File: src/core/dma_chain_pkg.sv
// Shared constants, register offsets and field layout of the channel controller
package dma_chain_pkg;

  // ----------------------------------------------------------------
  // Register offsets (byte addresses on the register port)
  // ----------------------------------------------------------------
  localparam logic [7:0] OFS_GLOBAL_SWITCH = 8'h00;
  localparam logic [7:0] OFS_CHANNEL_START = 8'h04;
  localparam logic [7:0] OFS_CHANNEL_STAT  = 8'h08;
  localparam logic [7:0] OFS_IRQ_MASK      = 8'h0c;
  localparam logic [7:0] OFS_IRQ_STATUS    = 8'h10;
  localparam logic [7:0] OFS_SOURCE_ADDR   = 8'h14;
  localparam logic [7:0] OFS_DEST_ADDR     = 8'h18;
  localparam logic [7:0] OFS_NEXT_DESC     = 8'h1c;
  localparam logic [7:0] OFS_CONTROL_A     = 8'h20;
  localparam logic [7:0] OFS_CONTROL_B     = 8'h24;
  localparam logic [7:0] OFS_CHANNEL_CFG   = 8'h28;
  localparam logic [7:0] OFS_SOURCE_WIN    = 8'h2c;
  localparam logic [7:0] OFS_DEST_WIN      = 8'h30;
  localparam logic [7:0] OFS_SW_REQUEST    = 8'h34;

  // ----------------------------------------------------------------
  // Field positions
  // ----------------------------------------------------------------
  localparam int CA_LEN_LSB    = 0;
  localparam int CA_LEN_W      = 16;
  localparam int CA_SSIZE_LSB  = 16;
  localparam int CA_DSIZE_LSB  = 18;
  localparam int CA_DONE       = 31;
  localparam int CB_SLAYER     = 0;
  localparam int CB_DLAYER     = 1;
  localparam int CB_FC_SOURCE_PERIPHERAL_NUMBER = 3;
  localparam int CB_FC_DEST_PERIPHERAL_NUMBER = 2;
  localparam int CB_SSTEP_LSB  = 4;
  localparam int CB_DSTEP_LSB  = 6;
  localparam int CB_SSKIP      = 8;
  localparam int CB_DSKIP      = 9;
  localparam int CB_SPIP       = 10;
  localparam int CB_DPIP       = 11;
  localparam int CB_AUTO       = 12;
  localparam int CF_SPER_LSB   = 0;
  localparam int CF_DPER_LSB   = 4;
  localparam int CF_PER_W      = 4;
  localparam int CF_SHW        = 8;
  localparam int CF_DHW        = 9;
  localparam int CF_SREL       = 10;
  localparam int CF_DREL       = 11;
  localparam int WIN_HOLE_LSB  = 0;
  localparam int WIN_BOUND_LSB = 16;
  localparam int IRQ_BUF       = 0;
  localparam int IRQ_CHAIN     = 1;
  localparam int REQ_SRC       = 0;
  localparam int REQ_DST       = 1;

  // ----------------------------------------------------------------
  // Encodings and reset values
  // ----------------------------------------------------------------
  localparam logic [1:0]  STEP_INC   = 2'h0;
  localparam logic [1:0]  STEP_DEC   = 2'h1;
  localparam logic [2:0]  DESC_LAST  = 3'h4;
  localparam logic [2:0]  DESC_CTRLA = 3'h3;
  localparam logic [31:0] WORD_RESET = 32'h0000_0000;
  localparam logic [31:0] CTRLA_OFS  = 32'h0000_000c;

  typedef enum logic [5:0] {
    ST_IDLE   = 6'h01,
    ST_FETCH  = 6'h02,
    ST_READ   = 6'h04,
    ST_WRITE  = 6'h08,
    ST_WBACK  = 6'h10,
    ST_DECIDE = 6'h20
  } chan_state_type;

endpackage

File: src/core/dma_chain_ctrl.sv
// Single DMA channel with buffer chaining, replay, contiguous addressing
//
// Operation
// - Contiguous side continues after previous buffer end
// - Buffer interrupt only when its mask set
// - Buffer interrupt after last destination write
// - Chain interrupt only when its mask set
// - Single-buffer state after buffer ends transfer
// - Zero pointer plus replay keeps starting buffers
// - Three registers select single or multi-buffer
// - Reading interrupt status clears pending flags
// - Handshake select picks hardware or software requests
// - Peripheral number binds the handshake lines
// - Window mode uses that side's window register
// - Start needs start write and global switch
// - Acknowledge each transaction until buffer moved
// - Final buffer sets flags, clears channel on
// - Control words give flow, widths, layers, steps
// - Descriptor fetch overwrites channel registers
// - Updated control A written back after each buffer fetched from a descriptor
`timescale 1ns/10ps
module dma_chain_ctrl
  import dma_chain_pkg::*;
#(
  parameter int NUM_PER = 16
) (
  // Clock and reset
  input  wire logic               clk,
  input  wire logic               sys_rst,
  // Register port
  input  wire logic [7:0]         reg_addr,
  input  wire logic [31:0]        reg_wdata,
  input  wire logic               reg_wr,
  input  wire logic               reg_rd,
  output logic      [31:0]        reg_rdata,
  // System memory master
  output logic                    mem_req,
  output logic                    mem_we,
  output logic      [31:0]        mem_addr,
  output logic      [31:0]        mem_wdata,
  output logic                    mem_layer,
  input  wire logic               mem_ready,
  input  wire logic [31:0]        mem_rdata,
  // Peripheral handshake
  input  wire logic [NUM_PER-1:0] src_hw_req,
  input  wire logic [NUM_PER-1:0] dst_hw_req,
  output logic      [NUM_PER-1:0] src_hw_ack,
  output logic      [NUM_PER-1:0] dst_hw_ack,
  // Completion events
  output logic                    buffer_done_irq,
  output logic                    chain_done_irq
);

  // ----------------------------------------------------------------
  // State
  // ----------------------------------------------------------------
  typedef struct packed {
    chan_state_type       st;
    logic                 glob_en;
    logic                 ch_on;
    logic [1:0]           mask;
    logic [1:0]           irq_st;
    logic [31:0]          saddr;
    logic [31:0]          daddr;
    logic [31:0]          dscr;
    logic [31:0]          ctrla;
    logic [31:0]          ctrlb;
    logic [31:0]          cfg;
    logic [31:0]          swin;
    logic [31:0]          dwin;
    logic [1:0]           swreq;
    logic [31:0]          init_saddr;
    logic [31:0]          init_daddr;
    logic [31:0]          init_ctrla;
    logic [CA_LEN_W-1:0]  remain;
    logic [2:0]           fidx;
    logic [31:0]          fetch_base;
    logic                 fetch_layer;
    logic                 linked;
    logic [31:0]          data;
    logic [15:0]          spip_cnt;
    logic [15:0]          dpip_cnt;
    logic [31:0]          rdata;
  } chan_type;

  chan_type s_reg;
  chan_type s_next;

  logic src_go;
  logic dst_go;
  logic word_done;

  // ----------------------------------------------------------------
  // Address stepping
  // ----------------------------------------------------------------
  function automatic logic [31:0] step_addr(input logic [31:0] a, input logic [1:0] step,
                                            input logic [1:0] size, input logic pip,
                                            input logic [15:0] cnt, input logic [31:0] win);
    logic [31:0] bytes;
    logic [31:0] r;
    bytes = 32'h1 << size;
    if (step == STEP_INC) begin
      r = a + bytes;
    end else if (step == STEP_DEC) begin
      r = a - bytes;
    end else begin
      r = a;
    end
    // Jump the window hole at each boundary
    if (pip && (cnt + 16'h1) == win[WIN_BOUND_LSB +: 16]) begin
      r = r + {16'h0, win[WIN_HOLE_LSB +: 16]};
    end
    return r;
  endfunction

  function automatic logic [15:0] step_cnt(input logic pip, input logic [15:0] cnt,
                                           input logic [31:0] win);
    if (!pip || (cnt + 16'h1) == win[WIN_BOUND_LSB +: 16]) begin
      return 16'h0;
    end
    return cnt + 16'h1;
  endfunction

  // ----------------------------------------------------------------
  // Request selection
  // ----------------------------------------------------------------
  assign word_done = s_reg.glob_en && (s_reg.st == ST_WRITE) && dst_go && mem_ready;

  dma_req_select #(.NUM_PER(NUM_PER)) u_src_sel (
    .hw_req      (src_hw_req),
    .hw_ack      (src_hw_ack),
    .periph_num  (s_reg.cfg[CF_SPER_LSB +: CF_PER_W]),
    .hw_select   (s_reg.cfg[CF_SHW]),
    .periph_side (s_reg.ctrlb[CB_FC_SOURCE_PERIPHERAL_NUMBER]),
    .sw_req      (s_reg.swreq[REQ_SRC]),
    .done        (word_done),
    .go          (src_go)
  );

  dma_req_select #(.NUM_PER(NUM_PER)) u_dst_sel (
    .hw_req      (dst_hw_req),
    .hw_ack      (dst_hw_ack),
    .periph_num  (s_reg.cfg[CF_DPER_LSB +: CF_PER_W]),
    .hw_select   (s_reg.cfg[CF_DHW]),
    .periph_side (s_reg.ctrlb[CB_FC_DEST_PERIPHERAL_NUMBER]),
    .sw_req      (s_reg.swreq[REQ_DST]),
    .done        (word_done),
    .go          (dst_go)
  );

  // ----------------------------------------------------------------
  // Memory master
  // ----------------------------------------------------------------
  always_comb begin
    mem_req   = 1'b0;
    mem_we    = 1'b0;
    mem_addr  = s_reg.fetch_base + {27'h0, s_reg.fidx, 2'b00};
    mem_layer = s_reg.fetch_layer;
    mem_wdata = s_reg.data;
    if (s_reg.glob_en) begin
      case (s_reg.st)
        ST_FETCH: begin
          mem_req = 1'b1;
        end
        ST_READ: begin
          mem_req   = (s_reg.remain != '0) && src_go;
          mem_addr  = s_reg.saddr;
          mem_layer = s_reg.ctrlb[CB_SLAYER];
        end
        ST_WRITE: begin
          mem_req   = dst_go;
          mem_we    = 1'b1;
          mem_addr  = s_reg.daddr;
          mem_layer = s_reg.ctrlb[CB_DLAYER];
        end
        ST_WBACK: begin
          mem_req   = 1'b1;
          mem_we    = 1'b1;
          mem_addr  = s_reg.fetch_base + CTRLA_OFS;
          mem_wdata = s_reg.ctrla;
        end
        default: begin
          mem_req = 1'b0;
        end
      endcase
    end
  end

  // ----------------------------------------------------------------
  // Register port and channel sequencing
  // ----------------------------------------------------------------
  always_comb begin
    s_next = s_reg;
    if (reg_rd) begin
      case (reg_addr)
        OFS_GLOBAL_SWITCH: s_next.rdata = {31'h0, s_reg.glob_en};
        OFS_CHANNEL_STAT:  s_next.rdata = {31'h0, s_reg.ch_on};
        OFS_IRQ_MASK:      s_next.rdata = {30'h0, s_reg.mask};
        OFS_IRQ_STATUS:    s_next.rdata = {30'h0, s_reg.irq_st};
        OFS_SOURCE_ADDR:   s_next.rdata = s_reg.saddr;
        OFS_DEST_ADDR:     s_next.rdata = s_reg.daddr;
        OFS_NEXT_DESC:     s_next.rdata = s_reg.dscr;
        OFS_CONTROL_A:     s_next.rdata = s_reg.ctrla;
        OFS_CONTROL_B:     s_next.rdata = s_reg.ctrlb;
        OFS_CHANNEL_CFG:   s_next.rdata = s_reg.cfg;
        OFS_SOURCE_WIN:    s_next.rdata = s_reg.swin;
        OFS_DEST_WIN:      s_next.rdata = s_reg.dwin;
        OFS_SW_REQUEST:    s_next.rdata = {30'h0, s_reg.swreq};
        default:           s_next.rdata = WORD_RESET;
      endcase
      if (reg_addr == OFS_IRQ_STATUS) begin
        s_next.irq_st = 2'h0;
      end
    end
    if (reg_wr) begin
      case (reg_addr)
        OFS_GLOBAL_SWITCH: s_next.glob_en = reg_wdata[0];
        OFS_IRQ_MASK:      s_next.mask    = reg_wdata[1:0];
        OFS_SOURCE_ADDR:   s_next.saddr   = reg_wdata;
        OFS_DEST_ADDR:     s_next.daddr   = reg_wdata;
        OFS_NEXT_DESC:     s_next.dscr    = reg_wdata;
        OFS_CONTROL_A:     s_next.ctrla   = reg_wdata;
        OFS_CONTROL_B:     s_next.ctrlb   = reg_wdata;
        OFS_CHANNEL_CFG:   s_next.cfg     = reg_wdata;
        OFS_SOURCE_WIN:    s_next.swin    = reg_wdata;
        OFS_DEST_WIN:      s_next.dwin    = reg_wdata;
        OFS_SW_REQUEST:    s_next.swreq   = s_reg.swreq | reg_wdata[1:0];
        default:           s_next.mask    = s_next.mask;
      endcase
      // Replay values are captured here so later writes cannot disturb them
      if (reg_addr == OFS_CHANNEL_START && reg_wdata[0] && s_reg.glob_en &&
          !s_reg.ch_on) begin
        s_next.ch_on      = 1'b1;
        s_next.init_saddr = s_reg.saddr;
        s_next.init_daddr = s_reg.daddr;
        s_next.init_ctrla = s_reg.ctrla;
        s_next.remain     = s_reg.ctrla[CA_LEN_LSB +: CA_LEN_W];
        s_next.linked     = 1'b0;
        s_next.spip_cnt   = 16'h0;
        s_next.dpip_cnt   = 16'h0;
        s_next.fidx       = DESC_LAST;
        s_next.fetch_base = {s_reg.dscr[31:2], 2'b00};
        s_next.fetch_layer = s_reg.dscr[0];
        s_next.st         = (s_reg.dscr != '0) ? ST_FETCH : ST_READ;
      end
    end

    // Clearing the global switch suspends the channel in place
    if (s_reg.glob_en) begin
      case (s_reg.st)
        ST_FETCH: begin
          if (mem_ready) begin
            case (s_reg.fidx)
              DESC_LAST:  s_next.ctrlb = mem_rdata;
              DESC_CTRLA: s_next.ctrla = mem_rdata;
              3'h2: s_next.dscr  = mem_rdata;
              3'h1: begin
                if (!s_reg.ctrlb[CB_DSKIP]) begin
                  s_next.daddr = mem_rdata;
                end else if (s_reg.cfg[CF_DREL]) begin
                  s_next.daddr = s_reg.init_daddr;
                end
              end
              default: begin
                if (!s_reg.ctrlb[CB_SSKIP]) begin
                  s_next.saddr = mem_rdata;
                end else if (s_reg.cfg[CF_SREL]) begin
                  s_next.saddr = s_reg.init_saddr;
                end
              end
            endcase
            if (s_reg.fidx == '0) begin
              s_next.remain   = s_reg.ctrla[CA_LEN_LSB +: CA_LEN_W];
              s_next.linked   = 1'b1;
              s_next.spip_cnt = 16'h0;
              s_next.dpip_cnt = 16'h0;
              s_next.st       = ST_READ;
            end else begin
              s_next.fidx = s_reg.fidx - 3'h1;
            end
          end
        end
        ST_READ: begin
          if (s_reg.remain == '0) begin
            s_next.ctrla[CA_DONE] = 1'b1;
            s_next.st = s_reg.linked ? ST_WBACK : ST_DECIDE;
          end else if (src_go && mem_ready) begin
            s_next.data = mem_rdata;
            s_next.st   = ST_WRITE;
          end
        end
        ST_WRITE: begin
          if (word_done) begin
            s_next.saddr    = step_addr(s_reg.saddr, s_reg.ctrlb[CB_SSTEP_LSB +: 2],
                                        s_reg.ctrla[CA_SSIZE_LSB +: 2], s_reg.ctrlb[CB_SPIP],
                                        s_reg.spip_cnt, s_reg.swin);
            s_next.daddr    = step_addr(s_reg.daddr, s_reg.ctrlb[CB_DSTEP_LSB +: 2],
                                        s_reg.ctrla[CA_DSIZE_LSB +: 2], s_reg.ctrlb[CB_DPIP],
                                        s_reg.dpip_cnt, s_reg.dwin);
            s_next.spip_cnt = step_cnt(s_reg.ctrlb[CB_SPIP], s_reg.spip_cnt, s_reg.swin);
            s_next.dpip_cnt = step_cnt(s_reg.ctrlb[CB_DPIP], s_reg.dpip_cnt, s_reg.dwin);
            s_next.remain   = s_reg.remain - 16'h1;
            s_next.swreq    = 2'h0;
            s_next.st       = ST_READ;
          end
        end
        ST_WBACK: begin
          if (mem_ready) begin
            s_next.st = ST_DECIDE;
          end
        end
        ST_DECIDE: begin
          s_next.irq_st[IRQ_BUF] = 1'b1;
          if (!s_reg.ctrlb[CB_AUTO] && s_reg.dscr == '0) begin
            s_next.irq_st[IRQ_CHAIN] = 1'b1;
            s_next.ch_on = 1'b0;
            s_next.st    = ST_IDLE;
          end else if (s_reg.dscr != '0) begin
            s_next.fidx        = DESC_LAST;
            s_next.fetch_base  = {s_reg.dscr[31:2], 2'b00};
            s_next.fetch_layer = s_reg.dscr[0];
            s_next.st          = ST_FETCH;
          end else begin
            // Control B is not replayed so software can still drop replay
            if (s_reg.cfg[CF_SREL]) begin
              s_next.saddr = s_reg.init_saddr;
            end
            if (s_reg.cfg[CF_DREL]) begin
              s_next.daddr = s_reg.init_daddr;
            end
            s_next.ctrla    = s_reg.init_ctrla;
            s_next.remain   = s_reg.init_ctrla[CA_LEN_LSB +: CA_LEN_W];
            s_next.spip_cnt = 16'h0;
            s_next.dpip_cnt = 16'h0;
            s_next.st       = ST_READ;
          end
        end
        default: begin
          s_next.st = s_next.st;
        end
      endcase
    end
  end

  always_ff @(posedge clk or posedge sys_rst) begin
    if (sys_rst) begin
      s_reg    <= '0;
      s_reg.st <= ST_IDLE;
    end else begin
      s_reg <= s_next;
    end
  end

  assign reg_rdata       = s_reg.rdata;
  assign buffer_done_irq = s_reg.irq_st[IRQ_BUF] && s_reg.mask[IRQ_BUF];
  assign chain_done_irq  = s_reg.irq_st[IRQ_CHAIN] && s_reg.mask[IRQ_CHAIN];
endmodule // dma_chain_ctrl

File: src/core/dma_req_select.sv
// Request selection and acknowledge routing for one side of the channel
`timescale 1ns/10ps
module dma_req_select
  import dma_chain_pkg::*;
#(
  parameter int NUM_PER = 16
) (
  // Peripheral handshake lines
  input  wire logic [NUM_PER-1:0]  hw_req,
  output logic      [NUM_PER-1:0]  hw_ack,
  // Channel setup
  input  wire logic [CF_PER_W-1:0] periph_num,
  input  wire logic                hw_select,
  input  wire logic                periph_side,
  input  wire logic                sw_req,
  // Transfer engine
  input  wire logic                done,
  output logic                     go
);

  // Memory side always ready; peripherals use the chosen handshake
  assign go = !periph_side || (hw_select ? hw_req[periph_num] : sw_req);

  // Ack only the bound line, and only under hardware handshaking
  assign hw_ack = (done && periph_side && hw_select) ?
                  (NUM_PER'(1) << periph_num) : '0;

endmodule // dma_req_select

File: config.mk
export PLATFORM = sky130hd
export DESIGN_NAME = dma_chain_ctrl
export DESIGN_NICKNAME = d
export VERILOG_FILES = /design/src/core/dma_chain_pkg.sv /design/src/core/dma_chain_ctrl.sv /design/src/core/dma_req_select.sv
export SDC_FILE = /design/constraint.sdc
export NUM_CORES = 2
export LEC_CHECK = 0
export BUFFER_PORTS_ARGS = -buffer_cell sky130_fd_sc_hd__clkbuf_2
export CAP_MARGIN = 25
export CORE_MARGIN = 2
export CORE_UTILIZATION = 45
export CTS_CLUSTER_SIZE = 14
export DETAILED_ROUTE_END_ITERATION = 8
export GPL_ROUTABILITY_DRIVEN = 0
export PLACE_DENSITY = 0.71
export SLEW_MARGIN = 5
export SYNTH_ARGS = -nofsm -noshare
export SYNTH_HDL_FRONTEND = slang
export SYNTH_SLANG_ARGS = --single-unit
File: constraint.sdc
create_clock -name clk -period 26.1 [get_ports clk]
set_clock_uncertainty 0.1 [all_clocks]
set_input_delay 5.22 -clock clk [delete_from_list [all_inputs] [get_ports clk]]
set_output_delay 5.22 -clock clk [all_outputs]
set_load 0.03 [all_outputs]
==> Yosys cells after proc, flatten, opt, wreduce, memory -nomap -nowiden <==
Cells that the tools add are included.
{ "op_classes": {"addsub": 12, "n_mul": 0, "div": 0, "n_lt_le_gt_ge": 2, "n_eq_ne": 26, "shift": 4, "mux": 127, "bitwise_logic": 2, "reduce_logical": 45} }
{ "op_table": {"columns": ["operator", "count"], "rows": [
  ["$mux 32", 46],
  ["$pmux 32 s13", 1],
  ["$mux 407", 1],
  ["$mux 64", 3],
  ["$pmux 32 s3", 2],
  ["$pmux 64 s3", 1],
  ["$mux 162", 1],
  ["$mux 160", 1],
  ["$mux 149", 1],
  ["$mux 16", 9],
  ["$mux 117", 1],
  ["$add 32x16->32", 2],
  ["$add 32x32->32", 2],
  ["$shl 1x2->32 const A", 2],
  ["$sub 32x32->32", 2],
  ["$pmux 31 s2", 1],
  ["$mux 6", 9],
  ["$mux 52", 1],
  ["$eq 8x6->1 const B", 6],
  ["$pmux 16 s3", 1],
  ["$mux 36", 1],
  ["$mux 33", 1],
  ["$add 16x1->16 const B", 2],
  ["$add 32x4->32 const B", 1],
  ["other kinds (44)", 120]
]} }
{ "totals": {"ff_bits": 515, "latch_bits": 0, "mem_bits_rw": 0, "mem_bits_ro": 0, "in_bits": 109, "out_inout_bits": 133, "wordCells": 244, "mem_count": 0} }

==> Depth between registers and ports, before layout <==
{ "depth": {"word_depth": 14, "depth_mapped": 21, "depth_no_buf": 21} }

==> By module <==
From an unflattened synthesis, not the netlist that was laid out.
{ "hier_totals": {"cells_unflattened": 4271, "area_unflattened_um2": 36457.5} }
{ "by_module_without_submodules": {"columns": ["mod", "instances", "cells_per_inst", "area_each_um2", "seq_area_each_um2"], "rows": [
  ["dma_chain_ctrl", 1, 4169, 35799.3, 12888.6],
  ["dma_req_select", 2, 51, 329.1, 0.0]
]} }

==> Worst setup path after synthesis <==
Ideal clock, no wire load.
{ "synth_timing": {"kind": "input port to output port", "start": "input dst_hw_req[11]", "end": "output dst_hw_ack[12]", "arrival_ns": 7.307, "required_time_ns": 20.780, "slack_ns": 13.473, "path_stages": 10, "path_buffers": 2, "cell_sequence": "mux4_2 > mux2_2 > a31oi_1 > nand2_1 > nand4_1 > clkbuf_1 > buf_1 > nor2_1 > nand3_1 > nor3_1"} }
{ "synth_via": {"elab_chain_cells": 9} }
{ "synth_lines": {"columns": ["item", "line_no", "rtl"], "rows": [
  ["start: declaration", "dma_chain_ctrl.sv:46", "input wire logic [NUM_PER-1:0] dst_hw_req,"],
  ["$bmux 1 s4", "dma_req_select.sv:22", "assign go = !periph_side || (hw_select ? hw_req[periph_num] : sw_req);"],
  ["$mux 1 (not written as such)", "dma_req_select.sv:22", null],
  ["$mux 1", "dma_req_select.sv:22", null],
  ["$logic_or 1x1->1", "dma_req_select.sv:22", null],
  ["$logic_and 1x1->1 (2 in series)", "dma_chain_ctrl.sv:127", "assign word_done = s_reg.glob_en && (s_reg.st == ST_WRITE) && dst_go && mem_ready;"],
  ["$logic_and 1x1->1 (2 in series)", "dma_req_select.sv:25", "assign hw_ack = (done && periph_side && hw_select) ?"],
  ["$mux 16", "dma_req_select.sv:25", null],
  ["end: declaration", "dma_chain_ctrl.sv:48", "output logic [NUM_PER-1:0] dst_hw_ack,"]
]} }
Every way passes these cells. The select of a mux whose other input is x is not followed.

==> Worst setup path in the final report <==
Same ends and word-level chain as after synthesis.

==> run summary <==
The tools report the total count of hold-check failures in the final report as 0. The clock tree root buffer cell was sky130_fd_sc_hd__clkbuf_16. The cell depth of the worst hold path is 2, and the count of clock tree sinks is 515. The number of primary I/O pins was 242; the maximum vdd drop was 0.06416 mV. The remaining number of nets flagged by the antenna check after routing came out at 0. The post-placement cell area was 37650 sq um. The beginning of the worst register-to-register path was s_reg[393]$_DFF_PP0_. The number of pins with negative max-slew slack in the final report is 0, and the count of buffers from port buffering is 241. The first global-routing pass estimated 215.8 mm of wire.

The worst setup path is of the input pin to output pin kind. Number of clock buffers inserted by TritonCTS: 56. After synthesis, the mean cell area works out to 8.607 sq um. The die width works out to 285.9 um.

Setup repair after global routing left no endpoint under its margin. Synthesis produced 4156 cells. After clock tree synthesis, the repair step resized 0 gates. The detailed-route wire length is 146.9 mm, and the via total after detailed routing is 35880.

The core region is 78870 sq um. Setup violations remaining at the end of the flow were counted as 0. The first detailed-routing pass took 7 iterations. The slack of the worst reg-to-reg path is 19.78 ns. Synthesis inferred 515 register bits. The run finished with clean final reports. The later pin in the worst-skew pair is clocked with a latency of 0.66 ns.

The required time at the endpoint of the critical path came out at 20.78 ns. Summed over all failing endpoints, the final setup total negative slack is 0 ns. The share of total power dissipated in the clock network is 44.4%. The post-route minimum period was 13.08 ns; the switching power was 554.8 uW.

The tools report the HPWL after detailed placement as 101.0 mm. The filler cell count in the final layout was 7382; the fraction of power spent switching nets was 28.52%. The die extent in y is 285.9 um, and the ratio of cells with drive above 1 in the final layout is 16.52%.

The standard-cell row count came out at 103. Final design instance area without fill: 39790 sq um. The logs give 4391 for the number of nets at the end of the flow and 4338 for the net count after synthesis. The growth of design area from synthesis to finish is 11.24%. Counting flops with a built-in enable in the synthesized netlist gives 0.

Summing every instance area after synthesis gives 35770 sq um. The tools report the hold-fix buffer count after cts as 0. The run gives 2 as the number of levels in the clock H-tree. Dividing the detail-routed via count by the number of cells gives 6.763. For hold timing, the worst endpoint is s_reg[220]$_DFFE_PP0P_.

Dividing total power by cell area gives a power density of 48.89 nW/um^2. In this run the critical register-to-register path is captured at s_reg[455]$_DFF_PP0_. After detailed routing, the average wire length per cell comes to 27.69 um. Headroom to the max-slew limit came out at 21.34%. The run gives 33430 as the number of global-route vias before repair. The count of cells along the worst register-to-register path was 18. Per report_power, the combinational group accounts for 10.9% of the total. The startpoint identified for the worst hold timing path is s_reg[220]$_DFFE_PP0P_.

At the pin with the least slew margin, the transition time is 1.180 ns. Internal power comes to 1.390 mW. For this run, the number of Yosys warnings is 0. Clock-pin slew was measured on the worst setup and hold paths at 0.06 ns.

The maximum number of pins on one net before global-route repair was 99. TritonCTS built the clock tree. Global routing finished with a remaining overflow of 0. Number of antenna violations at the first check in global routing: 1.

Sequential cells account for 44.7% of the total power. For the die footprint, the log shows 81760 sq um. Counting along the longest clock path gives a buffer depth of 3. Derived from the worst setup path, the maximum achievable clock frequency is 76.48 MHz.

Among all flip-flop cells after synthesis, the most frequent one is sky130_fd_sc_hd__dfrtp_1. Critical path endpoint category: an output pin. After synthesis, the share of flip-flops with an asynchronous set or reset is 100.0%. The leakage power is 18.68 nW. Tracing the worst setup path back leads to its startpoint at dst_hw_req[11]. The max-capacitance violation count was 0; the ratio of final minimum period to clock period was 50.10%. The peak fanout along the critical path is 20. The path class of the tightest hold or removal check is register to register.

The effective utilization at floorplan was 45.35%. In the global route stage, overall resource usage came out at 34.79%. For the worst setup path, the data arrival time is 7.76 ns. The number of DRC violations after detailed-routing iteration 0 came out at 5222. In this run, distinct cell masters in the synthesized netlist total 85.

The repair_antennas step left the layout with diodes totalling 0. Of the synthesized area, sequential elements account for 36.03%. In this run the post-CTS setup repair buffer count came out at 0. The register with the most flip-flops in the layout has 483 of them. The final routed DRC violation total is 0.

STA classifies the critical path startpoint as an input pin.
-- per-stage QoR --
step           hold WS [ns]  power [mW]  util [%]  setup slack [ns]  cells
2_1_floorplan        0.3372      0.9949         -             6.397   4156
3_3_place_gp         0.3558       1.079     47.68             13.15   5190
3_5_place_dp         0.3602       1.083     47.74             13.10   5193
4_1_cts              0.3752       1.932     50.25             13.09   5297
5_1_grt              0.3932       1.991     50.45             12.87   5305
6_report             0.3759       1.945     50.45             13.02   5305
-- cells by family (layout without fill, tap and decap cells) --
logic type | count (synthesis) | count (layout) | synth area share, %
AND/OR/NAND/NOR | 1437 | 1437 | 18.38
AO/OA/AOI/OAI | 1103 | 1103 | 20.83
flip-flops | 515 | 515 | 36.03
buffers and inverters | 429 | 528 | 4.893
multiplexers | 419 | 419 | 12.74
XOR/XNOR | 180 | 180 | 4.428
adder cells (fa/ha/maj) | 73 | 73 | 2.700
-- layout make-up --
cell class / instances / area, sq um / area share [%]
multi-input cells: 3212 / 21250 / 53.40
inverters: 93 / 356.6 / 0.8962
repair buffers: 331 / 2001 / 5.028
well taps: 1050 / 1314 / 3.302
flip-flops and latches: 515 / 12890 / 32.40
clock inverters: 30 / 360.3 / 0.9056
clock buffers: 74 / 1620 / 4.072
-- cells in the mapped netlist (all sizes together), types with 83 or more instances --
master  instances  area (sq um)
a21oi         214          1075
a221oi         83         727.0
a22o          140          1226
clkbuf        261         979.7
dfrtp         514         12860
inv            92         345.3
mux2          200          2252
mux2i         210          2102
nand2         655          2459
nor2          328          1231
o21ai         273          1366
xnor2         105         919.6
-- metal layers --
layer	track usage (%)	wire (um)	vias to the layer above
met5	0	13	-
li1	-	-	15250
met1	44.59	53660	17200
met4	26.99	14730	2
met3	8.262	18080	734
met2	50.59	60410	2692
-- worst max-delay path by stage --
stage | end | slack [ns] | depth (start not counted)
detailed placement | dst_hw_ack[12] | 13.10 | 11
CTS | dst_hw_ack[12] | 13.09 | 11
global route | dst_hw_ack[0] | 12.87 | 11
global placement | dst_hw_ack[12] | 13.15 | 11
floorplan | reg_rdata[0]$_DFFE_PP0P_ | 6.40 | 1
finish | dst_hw_ack[12] | 13.02 | 11
-- cells in the final DEF, fill, tap and decap left out, types with 26 or more instances in the layout --
cell type,netlist,layout
sky130_fd_sc_hd__buf_4,33,79
sky130_fd_sc_hd__a221oi_1,83,83
sky130_fd_sc_hd__nand4_1,43,43
sky130_fd_sc_hd__dfrtp_1,514,512
sky130_fd_sc_hd__nand3_1,68,67
sky130_fd_sc_hd__mux2i_1,210,210
sky130_fd_sc_hd__nand2_1,655,650
sky130_fd_sc_hd__mux2_2,200,200
sky130_fd_sc_hd__nor4_1,47,46
sky130_fd_sc_hd__nand2b_1,26,26
sky130_fd_sc_hd__xnor2_1,105,105
sky130_fd_sc_hd__a22oi_1,29,29
sky130_fd_sc_hd__o22ai_1,43,43
sky130_fd_sc_hd__nor2_1,328,317
sky130_fd_sc_hd__a21oi_1,213,213
sky130_fd_sc_hd__inv_1,92,91
sky130_fd_sc_hd__xor2_1,74,74
sky130_fd_sc_hd__nor3_1,68,67
sky130_fd_sc_hd__o221ai_1,49,49
sky130_fd_sc_hd__clkbuf_2,0,241
sky130_fd_sc_hd__o31ai_1,29,27
sky130_fd_sc_hd__ha_1,66,66
sky130_fd_sc_hd__o21ai_0,254,254
sky130_fd_sc_hd__clkbuf_16,0,57
sky130_fd_sc_hd__a22o_1,140,140
sky130_fd_sc_hd__a31oi_1,54,54
sky130_fd_sc_hd__a21o_1,34,34
-- critical path: stages --
cell and delay, ns:
sky130_fd_sc_hd__clkbuf_2 0.08, sky130_fd_sc_hd__mux4_2 0.49, sky130_fd_sc_hd__mux2_2 0.28, sky130_fd_sc_hd__a31oi_1 0.35
sky130_fd_sc_hd__nand2_1 0.25, sky130_fd_sc_hd__nand4_1 0.15, sky130_fd_sc_hd__buf_4 0.33, sky130_fd_sc_hd__nor2_1 0.09
sky130_fd_sc_hd__nand3_1 0.23, sky130_fd_sc_hd__nor3_1 0.07, sky130_fd_sc_hd__clkbuf_2 0.21
-- power groups by stage --
stage | Sequential, mW | Clock (mW) | Combinational, mW
after floorplan | 0.850 | 0 | 0.144
after global placement | 0.880 | 0 | 0.199
after detailed placement | 0.880 | 0 | 0.203
after CTS | 0.866 | 0.862 | 0.204
after global routing | 0.869 | 0.896 | 0.226
final | 0.870 | 0.863 | 0.212
Note: power is estimated with default switching activity, not from simulation.
